## src/rtl/acs_pkg.sv

```systemverilog
// Constants and carrier types of the automatic channel sequencer.
// Assumes a 16-bit reconfiguration port and a 12-bit converter.
// Operation
// - Averaging depth 16, 64 or 256 samples
// - Averaging enable per channel, selection bit map
// - End pulse only after full averaging count
// - Unaveraged channel status written every pass
// - Averaged channel status written when count done
// - Calibration updates first pass, then every 16
// - Input mode bit one is bipolar, zero unipolar
// - Internal sensors always converted unipolar
// - External channel settling four clock cycles
// - Long settle bit gives ten clock cycles
// - Mode zero runs fixed sensor monitoring sequence
// - Default mode ignores other control settings
// - Default mode at power-up and configuration
// - Default mode gates alarms except over-temperature, keeps calibration on
// - Default order calibration, temp, supplies
// - Single pass repeats selected channels until averaging count done, halts
// - Each mode write starts a new pass
// - After pass convert single selected channel
// - Continuous mode restarts pass while selected
// - Mode write resets logic and averaging
// - Fixed order from low to high bit
// - Selection bit one includes the channel
package acs_pkg;
    localparam logic [6:0]  CFG0_ADDR     = 7'h40;
    localparam logic [6:0]  CFG1_ADDR     = 7'h41;
    localparam logic [6:0]  STATE_ADDR    = 7'h43;
    localparam logic [6:0]  SEL0_ADDR     = 7'h48;
    localparam logic [6:0]  SEL1_ADDR     = 7'h49;
    localparam logic [6:0]  AVERAGE_DEPTH_LO_ADDR     = 7'h4a;
    localparam logic [6:0]  AVERAGE_DEPTH_HI_ADDR     = 7'h4b;
    localparam logic [6:0]  BIP0_ADDR     = 7'h4c;
    localparam logic [6:0]  BIP1_ADDR     = 7'h4d;
    localparam logic [6:0]  SET0_ADDR     = 7'h4e;
    localparam logic [6:0]  SET1_ADDR     = 7'h4f;
    localparam logic [6:0]  STAT_CAL_ADDR = 7'h08;
    localparam int          CH_LSB        = 0;
    localparam int          AVG_LSB       = 12;
    localparam int          CALIB_AVERAGE_OFF_BIT      = 15;
    localparam int          SEQ_LSB       = 12;
    localparam logic [15:0] REG_RST       = 16'h0000;
    localparam logic [3:0]  MODE_DEFAULT  = 4'h0;
    localparam logic [3:0]  SETTLE_SHORT  = 4'h4;
    localparam logic [3:0]  SETTLE_LONG   = 4'ha;
    localparam logic [3:0]  CAL_LAST      = 4'hf;
    localparam logic [3:0]  SH16          = 4'h4;
    localparam logic [3:0]  SH64          = 4'h6;
    localparam logic [3:0]  SH256         = 4'h8;
    localparam logic [4:0]  IDX_CAL       = 5'h00;
    localparam logic [4:0]  IDX_VPVN      = 5'h0b;
    localparam logic [4:0]  IDX_LAST      = 5'h1f;
    localparam logic [31:0] DFLT_SEL      = 32'h0000_4701;

    typedef enum logic [2:0] {
        ST_IDLE   = 3'b000,
        ST_SCAN   = 3'b001,
        ST_SETTLE = 3'b010,
        ST_CONV   = 3'b011,
        ST_STORE  = 3'b100
    } acs_state_t;

    typedef struct packed {
        logic [5:0] chan;
        logic       bipolar;
    } acs_conv_req_t;

    typedef struct packed {
        logic [6:0]  addr;
        logic [15:0] data;
    } acs_status_wr_t;
endpackage : acs_pkg

```

## src/rtl/acs_sequencer.sv

```systemverilog
// Automatic channel sequencer with its reconfiguration port registers.
// Assumes a converter that answers each start with one done pulse.
`timescale 1ns/1ps
module acs_sequencer
    import acs_pkg::*;
#(
    parameter logic [3:0] SINGLE_CODE = 4'h1,
    parameter logic [3:0] CONT_CODE   = 4'h2
) (
    // Clock and reset
    input  logic           clk_i,
    input  logic           rst_n_i,
    // Reconfiguration port
    input  logic           den_i,
    input  logic           dwe_i,
    input  logic [6:0]     daddr_i,
    input  logic [15:0]    di_i,
    output logic [15:0]    do_o,
    output logic           drdy_o,
    // Surrounding device state
    input  logic           config_busy_i,
    // Converter
    output logic           conv_start_o,
    output acs_conv_req_t  conv_req_o,
    input  logic           conv_done_i,
    input  logic [11:0]    conv_data_i,
    // Status register writes
    output logic           status_we_o,
    output acs_status_wr_t status_wr_o,
    output logic           sequence_done_pulse_o,
    output logic           calib_enable_o,
    // Alarms
    input  logic [7:0]     alarm_raw_i,
    input  logic           over_temperature_alarm_i,
    output logic [7:0]     alarm_outputs_o,
    output logic           over_temperature_alarm_o
);

    // ----------------------------------------
    // Register port
    // ----------------------------------------
    logic [15:0] cfg0, cfg1, sel0, sel1, average_depth_lo, average_depth_hi;
    logic [15:0] bip0, bip1, set0, set1, rd_mux;
    acs_state_t  st, next_st;
    logic [4:0]  idx;
    logic [7:0]  pass_cnt;
    logic [3:0]  scnt, cal_cnt;
    logic        cal_first, single_done;
    logic        dflt, sc;
    logic [19:0] acc [32];

    wire wr      = den_i & dwe_i;
    wire mode_wr = wr & (daddr_i == CFG1_ADDR);

    always_ff @(posedge clk_i or negedge rst_n_i) begin
        if (!rst_n_i) begin
            cfg0 <= REG_RST;
            cfg1 <= REG_RST;
            sel0 <= REG_RST;
            sel1 <= REG_RST;
            average_depth_lo <= REG_RST;
            average_depth_hi <= REG_RST;
            bip0 <= REG_RST;
            bip1 <= REG_RST;
            set0 <= REG_RST;
            set1 <= REG_RST;
        end else if (wr) begin
            case (daddr_i)
                CFG0_ADDR: cfg0 <= di_i;
                CFG1_ADDR: cfg1 <= di_i;
                SEL0_ADDR: sel0 <= di_i;
                SEL1_ADDR: sel1 <= di_i;
                AVERAGE_DEPTH_LO_ADDR: average_depth_lo <= di_i;
                AVERAGE_DEPTH_HI_ADDR: average_depth_hi <= di_i;
                BIP0_ADDR: bip0 <= di_i;
                BIP1_ADDR: bip1 <= di_i;
                SET0_ADDR: set0 <= di_i;
                SET1_ADDR: set1 <= di_i;
                default: ;
            endcase
        end
    end

    always_comb begin
        case (daddr_i)
            CFG0_ADDR:  rd_mux = cfg0;
            CFG1_ADDR:  rd_mux = cfg1;
            SEL0_ADDR:  rd_mux = sel0;
            SEL1_ADDR:  rd_mux = sel1;
            AVERAGE_DEPTH_LO_ADDR:  rd_mux = average_depth_lo;
            AVERAGE_DEPTH_HI_ADDR:  rd_mux = average_depth_hi;
            BIP0_ADDR:  rd_mux = bip0;
            BIP1_ADDR:  rd_mux = bip1;
            SET0_ADDR:  rd_mux = set0;
            SET1_ADDR:  rd_mux = set1;
            STATE_ADDR: rd_mux = {5'h00, st, single_done, dflt, sc, idx};
            default:    rd_mux = REG_RST;
        endcase
    end

    always_ff @(posedge clk_i or negedge rst_n_i) begin
        if (!rst_n_i) begin
            do_o   <= REG_RST;
            drdy_o <= 1'b0;
        end else begin
            drdy_o <= den_i;
            if (den_i & ~dwe_i)
                do_o <= rd_mux;
        end
    end

    // ----------------------------------------
    // Effective sequence settings
    // ----------------------------------------
    wire [3:0] mode = cfg1[SEQ_LSB +: 4];
    assign dflt = config_busy_i | (mode == MODE_DEFAULT);
    // Default mode overrides every user setting
    wire [31:0] sel_v = dflt ? DFLT_SEL : {sel1, sel0};
    wire [31:0] avg_v = dflt ? DFLT_SEL : {average_depth_hi, average_depth_lo};
    wire [31:0] bip_v = dflt ? 32'h0000_0000 : {bip1, bip0};
    wire [31:0] lng_v = dflt ? 32'h0000_0000 : {set1, set0};
    wire [1:0]  depth = cfg0[AVG_LSB +: 2];
    wire [3:0]  sh = (dflt | depth < 2'h2) ? SH16 :
                     (depth == 2'h2) ? SH64 : SH256;
    // Last pass index: averaging depth minus one
    wire [7:0]  pmask = 8'hff >> (4'h8 - sh);
    wire cal_avg  = dflt | ~cfg0[CALIB_AVERAGE_OFF_BIT];
    wire any_avg  = |(sel_v & avg_v & ~32'h0000_0001);
    wire avg_last = (pass_cnt == pmask);
    wire eos_now  = ~any_avg | avg_last;
    wire seq_act  = dflt | (mode == CONT_CODE)
                  | ((mode == SINGLE_CODE) & ~single_done);
    assign sc     = ~seq_act;
    wire is_cal   = seq_act & (idx == IDX_CAL);
    wire ext      = idx[4] | (idx == IDX_VPVN);
    // Bit index to converter channel; single channel from field
    wire [5:0] chn = sc ? cfg0[CH_LSB +: 6] :
                     {1'b0, idx[4], idx[3] ^ ~idx[4], idx[2:0]};
    wire bip_now  = ~sc & ext & bip_v[idx];
    wire lng_now  = ~sc & ext & lng_v[idx];
    wire last_bit = (idx == IDX_LAST);
    wire end_pass = seq_act & last_bit &
                    ((st == ST_SCAN & ~sel_v[idx]) | st == ST_STORE);
    // Converter result accepted only while waiting
    wire take     = (st == ST_CONV) & conv_done_i;

    // ----------------------------------------
    // Averaging and status update decision
    // ----------------------------------------
    // Calibration keeps its own sixteen-sample count
    wire a_on   = is_cal ? (cal_avg & ~cal_first)
                         : (seq_act & avg_v[idx]);
    wire a_last = is_cal ? (cal_cnt == CAL_LAST) : avg_last;
    wire [3:0]  a_sh   = is_cal ? SH16 : sh;
    wire [19:0] sum    = acc[idx] + {8'h00, conv_data_i};
    wire [19:0] sh_sum = sum >> a_sh;
    wire do_wr  = ~a_on | a_last;
    wire [11:0] res = a_on ? sh_sum[11:0] : conv_data_i;

    // Start fires in the last settle cycle
    assign conv_start_o = (st == ST_SETTLE) & (scnt == 4'h0);
    assign calib_enable_o = sel_v[IDX_CAL];
    assign alarm_outputs_o = dflt ? 8'h00 : alarm_raw_i;
    assign over_temperature_alarm_o = over_temperature_alarm_i;

    // ----------------------------------------
    // Sequencer state machine
    // ----------------------------------------
    always_comb begin
        next_st = st;
        case (st)
            ST_IDLE:   next_st = ST_SCAN;
            ST_SCAN:   if (sc | sel_v[idx]) next_st = ST_SETTLE;
            ST_SETTLE: if (scnt == 4'h0) next_st = ST_CONV;
            ST_CONV:   if (conv_done_i) next_st = ST_STORE;
            ST_STORE:  next_st = ST_SCAN;
            default:   next_st = ST_IDLE;
        endcase
    end

    always_ff @(posedge clk_i or negedge rst_n_i) begin
        if (!rst_n_i) begin
            st          <= ST_IDLE;
            idx         <= IDX_CAL;
            pass_cnt    <= 8'h00;
            scnt        <= 4'h0;
            cal_cnt     <= 4'h0;
            cal_first   <= 1'b1;
            single_done <= 1'b0;
            conv_req_o  <= '0;
            sequence_done_pulse_o <= 1'b0;
        end else if (mode_wr) begin
            st          <= ST_IDLE;
            idx         <= IDX_CAL;
            pass_cnt    <= 8'h00;
            cal_cnt     <= 4'h0;
            cal_first   <= 1'b1;
            single_done <= 1'b0;
            sequence_done_pulse_o <= 1'b0;
        end else begin
            st <= next_st;
            sequence_done_pulse_o <= end_pass & eos_now;
            if (st == ST_SCAN && next_st == ST_SETTLE) begin
                conv_req_o <= '{chan: chn, bipolar: bip_now};
                scnt <= lng_now ? SETTLE_LONG - 4'h1
                                : SETTLE_SHORT - 4'h1;
            end else if (st == ST_SETTLE) begin
                scnt <= scnt - 4'h1;
            end
            if (end_pass) begin
                idx       <= IDX_CAL;
                cal_first <= 1'b0;
                pass_cnt  <= eos_now ? 8'h00 : pass_cnt + 8'h01;
                if (eos_now & ~dflt & (mode == SINGLE_CODE))
                    single_done <= 1'b1;
            end else if (~sc & ((st == ST_SCAN & ~sel_v[idx])
                                | st == ST_STORE)) begin
                idx <= idx + 5'h01;
            end
            if (take & is_cal & a_on)
                cal_cnt <= cal_cnt + 4'h1;
        end
    end

    // Status write of the converted or averaged result
    always_ff @(posedge clk_i or negedge rst_n_i) begin
        if (!rst_n_i) begin
            status_we_o <= 1'b0;
            status_wr_o <= '0;
        end else begin
            // Restart in the same cycle drops the write
            status_we_o <= take & do_wr & ~mode_wr;
            if (take)
                status_wr_o <= '{addr: {1'b0, chn}, data: {res, 4'h0}};
        end
    end

    // Per-bit averaging sums, cleared on restart
    always_ff @(posedge clk_i or negedge rst_n_i) begin
        if (!rst_n_i) begin
            for (int i = 0; i < 32; i++)
                acc[i] <= 20'h0_0000;
        end else if (mode_wr) begin
            for (int i = 0; i < 32; i++)
                acc[i] <= 20'h0_0000;
        end else if (take & a_on) begin
            acc[idx] <= a_last ? 20'h0_0000 : sum;
        end
    end
endmodule : acs_sequencer

```

## config.mk

```make
export PLATFORM = sky130hd
export DESIGN_NAME = acs_sequencer
export DESIGN_NICKNAME = d
export VERILOG_FILES = /design/src/rtl/acs_pkg.sv /design/src/rtl/acs_sequencer.sv
export SDC_FILE = /design/constraint.sdc
export NUM_CORES = 2
export LEC_CHECK = 0
export BUFFER_PORTS_ARGS = -buffer_cell sky130_fd_sc_hd__buf_2
export CAP_MARGIN = 10
export CORE_MARGIN = 3
export CORE_UTILIZATION = 50
export DETAILED_ROUTE_END_ITERATION = 16
export PLACE_DENSITY = 0.7
export SLEW_MARGIN = 10
export SYNTH_ARGS = -nofsm -noshare
export SYNTH_HDL_FRONTEND = slang
export SYNTH_SLANG_ARGS = --single-unit
```

## constraint.sdc

```tcl
create_clock -name clk_i -period 5.95 [get_ports clk_i]
set_clock_uncertainty 0.2 [all_clocks]
set_input_delay 1.19 -clock clk_i [delete_from_list [all_inputs] [get_ports clk_i]]
set_output_delay 1.19 -clock clk_i [all_outputs]
set_load 0.02 [all_outputs]
```

## Word-level counts from Yosys, hierarchy flattened

Index checks and enable logic that the tools add are counted.

- Bitwise gates (word level): 48
- Add/subtract/negate cells: 6
- Muxes and demuxes: 52
- Order comparisons: 4
- Equality and inequality tests: 23
- Reductions and logical operators: 27
- Shift-type cells: 2

Operator list:

| cell | count |
|---|---|
| $mux W640 | 2 |
| $bwmux W640 | 1 |
| $pmux W16 S11 | 1 |
| $mux W32 | 4 |
| $bmux W20 S5 | 1 |
| $demux W20 S5 | 1 |
| $mux W20 | 4 |
| $eq A7 B7 Y1 const B | 11 |
| $and A32 B32 Y32 | 1 |
| $mux W4 | 8 |
| $mux W8 | 4 |
| $reduce_or A31 Y1 | 1 |
| $reduce_and A2 Y1 | 13 |
| $and A1 B1 Y1 | 24 |
| $add A20 B12 Y20 | 1 |
| $bmux W1 S5 | 4 |
| $shr A20 B4 Y12 | 1 |
| $mux W5 | 3 |
| $mux W1 | 12 |
| $mux W12 | 1 |
| $mux W3 | 4 |
| $pmux W3 S4 | 1 |
| $not A1 Y1 | 11 |
| $or A1 B1 Y1 | 10 |
| 30 further kinds | 38 |

- Bits in registers: 870
- Output and inout bits: 60

## Depth between registers and ports, before layout

- Depth in word-level cells: 13
- Depth in mapped cells: 24
- Mapped depth without buffers: 15

## Worst setup path before layout

OpenSTA, ideal clock, no wires.

- Kind: flip-flop to flip-flop
- Start: register idx[0]
- End: register acc[198] (netlist bit)
- Cell stages (with the launch flop): 25
- Slack: 0.165 ns
- Path buffers: 9
- Period minus slack after synthesis: 5.785 ns
- Arrival: 5.463 ns
- Cell sequence: dfrtp_1 -> buf_6 -> buf_12 -> buf_12 -> buf_4 -> buf_2 -> clkbuf_1 -> buf_2 -> mux4_2 -> mux4_2 -> nand2_1 -> nand2_1 -> ha_1 -> fa_1 -> a21o_1 -> a21oi_1 -> o21ai_0 -> a311o_1 -> nand4_1 -> nor3_1 -> xnor2_1 -> and2_1 -> clkbuf_1 -> buf_2 -> a32o_1

- Longest elaborated chain between the ends: 9
- Elaborated cells between the ends (all ways): 23

RTL lines:

| what | line | source |
|---|---|---|
| start: declaration | acs_sequencer.sv:45 | `logic [4:0] idx;` |
| start signal: assignment | acs_sequencer.sv:218 | `idx <= idx + 5'h01;` |
| $not A5 Y6 | acs_sequencer.sv:155, acs_sequencer.sv:247 |  |
| $bmux W20 S5 | acs_sequencer.sv:155 | `wire [19:0] sum = acc[idx] + {8'h00, conv_data_i};` |
| $mux W20 (not written as such) (2 in a row) | acs_sequencer.sv:155 |  |
| $add A20 B12 Y20 | acs_sequencer.sv:155 |  |
| $mux W20 | acs_sequencer.sv:247 | `acc[idx] <= a_last ? 20'h0_0000 : sum;` |
| $bwmux W640 | acs_sequencer.sv:247 |  |
| $mux W640 | acs_sequencer.sv:246 | `end else if (take & a_on) begin` |
| $mux W640 | acs_sequencer.sv:243 | `end else if (mode_wr) begin` |
| end signal: indexed assignment | acs_sequencer.sv:247 |  |
| end: declaration | acs_sequencer.sv:50 | `logic [19:0] acc [32];` |

Several ways; a longest one is shown, not always the timed one. The select of a mux whose other input is x is not followed.
A chain may end at the register's enable or synchronous reset.

## Worst setup path after layout

- Start: register idx[0]
- End: register acc[519] (netlist bit)

Same word-level chain as after synthesis.

==> impl_metrics.py <==
metrics = {
    "status": {
        "status": "complete, no violations",
    },
    "yosys": {
        "synth_xor_area_share_pct": 0.340,
        "synth_top_area_share_pct": 52.7,
        "synth_area_sq_mm": 0.0412,
        "ys_warn_count": 0,
        "synth_top_area_cell": "dfrtp_1",
        "synth-seq-cells": 870,
        "synth_cell_type_count": 84,
        "synthCells": 3163,
        "avgSynthCellArea_sq_um": 13.0,
        "synthFlopType": "dfrtp_1",
        "synth-compound-area-share_pct": 19.6,
        "synth_top_family_by_area": "compound AO/OA/AOI/OAI gates",
        "synth-simple-area-share_pct": 5.62,
        "synthTopCellsByCount": "869 x dfrtp_1, 356 x o2bb2ai_1, 269 x a22o_1",
        "synth.most_common_cell": "dfrtp_1",
        "yosys-top-cells-area": "dfrtp_1 53%, mux4_2 10%, o2bb2ai_1 7.6%, a22o_1 5.7%, mux2_2 4.5%",
        "synth_edf_count": 0,
        "synthAdderAreaFrac_pct": 0.777,
        "async_flop_share_pct": 100,
        "ys_seq_area_share_pct": 52.8,
        "synth_mux_area_share_pct": 16.7,
    },
    "final_layout": {
        "areaGrowthSynthToFinish_pct": 12.5,
        "seqCellArea_sq_mm": 0.0218,
        "final_cells": 4349,
        "final_util_pct": 57.2,
        "fin_nets": 3287,
        "multi_input_area_sq_mm": 0.0180,
        "drive_gt1_share_pct": 26.0,
        "num-fill-cells": 6426,
    },
    "critical_path": {
        "r2r_cells": 15,
        "cp-start-kind": "flip-flop",
        "crit_required_ps": 6280,
        "critical_path_class": "reg -> reg",
        "critPathMaxStageDelay_ps": 870,
        "path_cells": "buf_4 > mux4_2 > mux4_2 > nand2_1 > nand2_1 > ha_1 > o21ai_0 > o21bai_1 > a31oi_1 > o21ai_0 > nand4_1 > or4_4 > xnor2_1 > nor2_4 > a32o_1",
        "arrival_ps": 6030,
        "cp_max_fo": 29,
        "end_kind": "flip-flop",
        "cpMaxStageDelayCell": "dfrtp_4",
    },
    "power_and_ir_drop": {
        "leakage_nw": 20.6,
        "internal_power_w": 0.0116,
        "p_sw_share_pct": 33.6,
        "comb_power_share_pct": 26.5,
        "p_seq_share_pct": 38.8,
        "power.total_w": 0.0175,
        "ir_worst_vdd_mv": 0.274,
        "power.share.clock_pct": 34.7,
        "switchingPower_w": 0.00589,
        "power_density_mw_per_mm2": 378,
    },
    "timing": {
        "period_share_pct": 95.8,
        "layout_min_cycle_time_ps": 5700,
        "hold_ws_ps": 273,
        "clock.fmax_ghz": 0.175,
        "setup_violations": 0,
        "hold_viol": 0,
        "drv_slew": 0,
        "worst_pin_slew_ps": 1240,
        "rsz0062_at_grt": "no",
        "relSlewSlack_pct": 17.0,
        "setup_tns_ps": 0,
    },
    "cts": {
        "clock_latency_ps": 660,
        "clk_pin_slew_ps": 60,
        "postCtsSetupBuffers": 0,
        "cts.sink_count": 870,
        "clockBufferDepth": 3,
        "root_buffer": "clkbuf_16",
        "tritoncts": "built",
        "cts_buffers": 92,
        "htreeDepth": 3,
    },
    "grt": {
        "grt_pass1_wl_mm": 214,
        "antenna_found_initial": 3,
        "overflow": 0,
        "grt_max_degree": 139,
        "grt_pass1_vias": 32400,
        "grt_usage_pct": 33.2,
    },
    "die": {
        "start_util_pct": 50.9,
        "core_sq_mm": 0.0811,
        "ioPinCount": 110,
        "rows": 104,
        "die_y_um": 293,
        "dieWidth_um": 293,
        "die_area_sq_mm": 0.0860,
    },
    "run": {
        "drv_cap": 0,
    },
    "drt": {
        "drc": 0,
        "wl_mm": 143,
        "antenna_left": 0,
        "dr.pass1.iters": 7,
        "vias_per_cell": 7.18,
        "first_iter_violations": 3980,
        "num_vias": 31200,
        "avgRoutedWirePerCell_um": 32.8,
    },
    "place": {
        "place_inst": 4177,
        "portBuffers": 102,
        "gp_congestion": 0.955,
        "dp_hpwl_mm": 92.9,
    },
    "min_path": {
        "hold_depth": 2,
        "hold_path_class": "reg -> reg",
    },
}
-- path summary, 6_finish.rpt --
check	start	end	slack, ps
setup / recovery	idx[0]	acc[519]	250
hold reg to reg	do_o[12]	do_o[12]	270
hold / removal	do_o[12]	do_o[12]	270
max in group asynchronous	rst_n_i	cal_cnt[0]	3680
min in group asynchronous	rst_n_i	do_o[9]	350
setup reg to reg	idx[0]	acc[519]	250
-- cells in the final DEF (no fill, tap or decap), drive strengths merged, types with 21 or more instances in the layout --
master   count
dfrtp      869
o2bb2ai    356
buf        281
a22o       269
nand2      214
mux4       201
mux2       163
clkbuf     132
nor2       105
a21oi       59
nand3       59
o21ai       54
a22oi       53
mux2i       49
a31oi       45
a221oi      29
a32o        25
and2        25
ha          24
and3        24
inv         22
a21o        21
-- power groups by stage --
stage	Clock (W)	Sequential [W]	Combinational, W
final	0.00608	0.00680	0.00465
after global routing	0.00637	0.00683	0.00492
after CTS	0.00612	0.00678	0.00456
after detailed placement	0	0.00688	0.00454
after global placement	0	0.00685	0.00447
after floorplan	0	0.00666	0.00313
-- repair_timing --
| item | CTS | global route |
|---|---|---|
| endpoints found under the setup margin | 0 | 123 |
| resized for setup | 0 | 6 |
| hold buffers | 0 | 0 |
-- layer usage --
layer	share of wire (%)	global-route usage, %	vias up
met4	6.4	18.6	2
li1	-	-	12400
met2	45	50.1	2160
met5	0.0056	0	-
met1	38	44.2	16100
met3	11	8.28	494
-- state kept, by name (all words and copies together), names as in the netlist --
register	count
acc	640
status_wr_o	18
average_depth_hi	16
average_depth_lo	16
bip0	16
bip1	16
cfg0	16
cfg1	16
do_o	16
sel0	16
sel1	16
set0	16
set1	16
pass_cnt	8
conv_req_o	7
idx	5
cal_cnt	4
scnt	4
st	3
cal_first	1
drdy_o	1
sequence_done_pulse_o	1
single_done	1
status_we_o	1
-- area by class of cell --
| type | instances | area share (%) |
|---|---|---|
| repair buffers | 281 | 4.48 |
| multi-input cells | 1950 | 38.7 |
| clock buffers | 132 | 5.72 |
| clock inverters | 38 | 1.12 |
| flip-flops and latches | 870 | 47.0 |
| well taps | 1060 | 2.86 |
| diodes | 1 | 0.00539 |
| inverters | 17 | 0.138 |
-- critical path, delay by kind of cell (launching register included) --
family                   cells  cell delay (ps)
AO/OA/AOI/OAI                5             1310
XOR/XNOR                     1              450
flip-flops                   1              870
multiplexers                 2             1030
buffers and inverters        1              310
adder cells (fa/ha/maj)      1              340
AND/OR/NAND/NOR              5             1060
-- metrics by stage --
stage	setup WS, ps	instance area (sq um)
after floorplan	165	41300
after global placement	304	43200
after detailed placement	228	43200
after CTS	210	46400
after global routing	8.14	46400
final	249	46400
-- logic make-up after synthesis --
kind of cell | count (synthesis)
flops | 870
mux | 413
xor+xnor | 16
other cells | 1
buf+inv | 348
fa+ha+maj | 25
compound gates | 986
simple gates | 504
No activity file was read; power rests on OpenSTA's default activity.
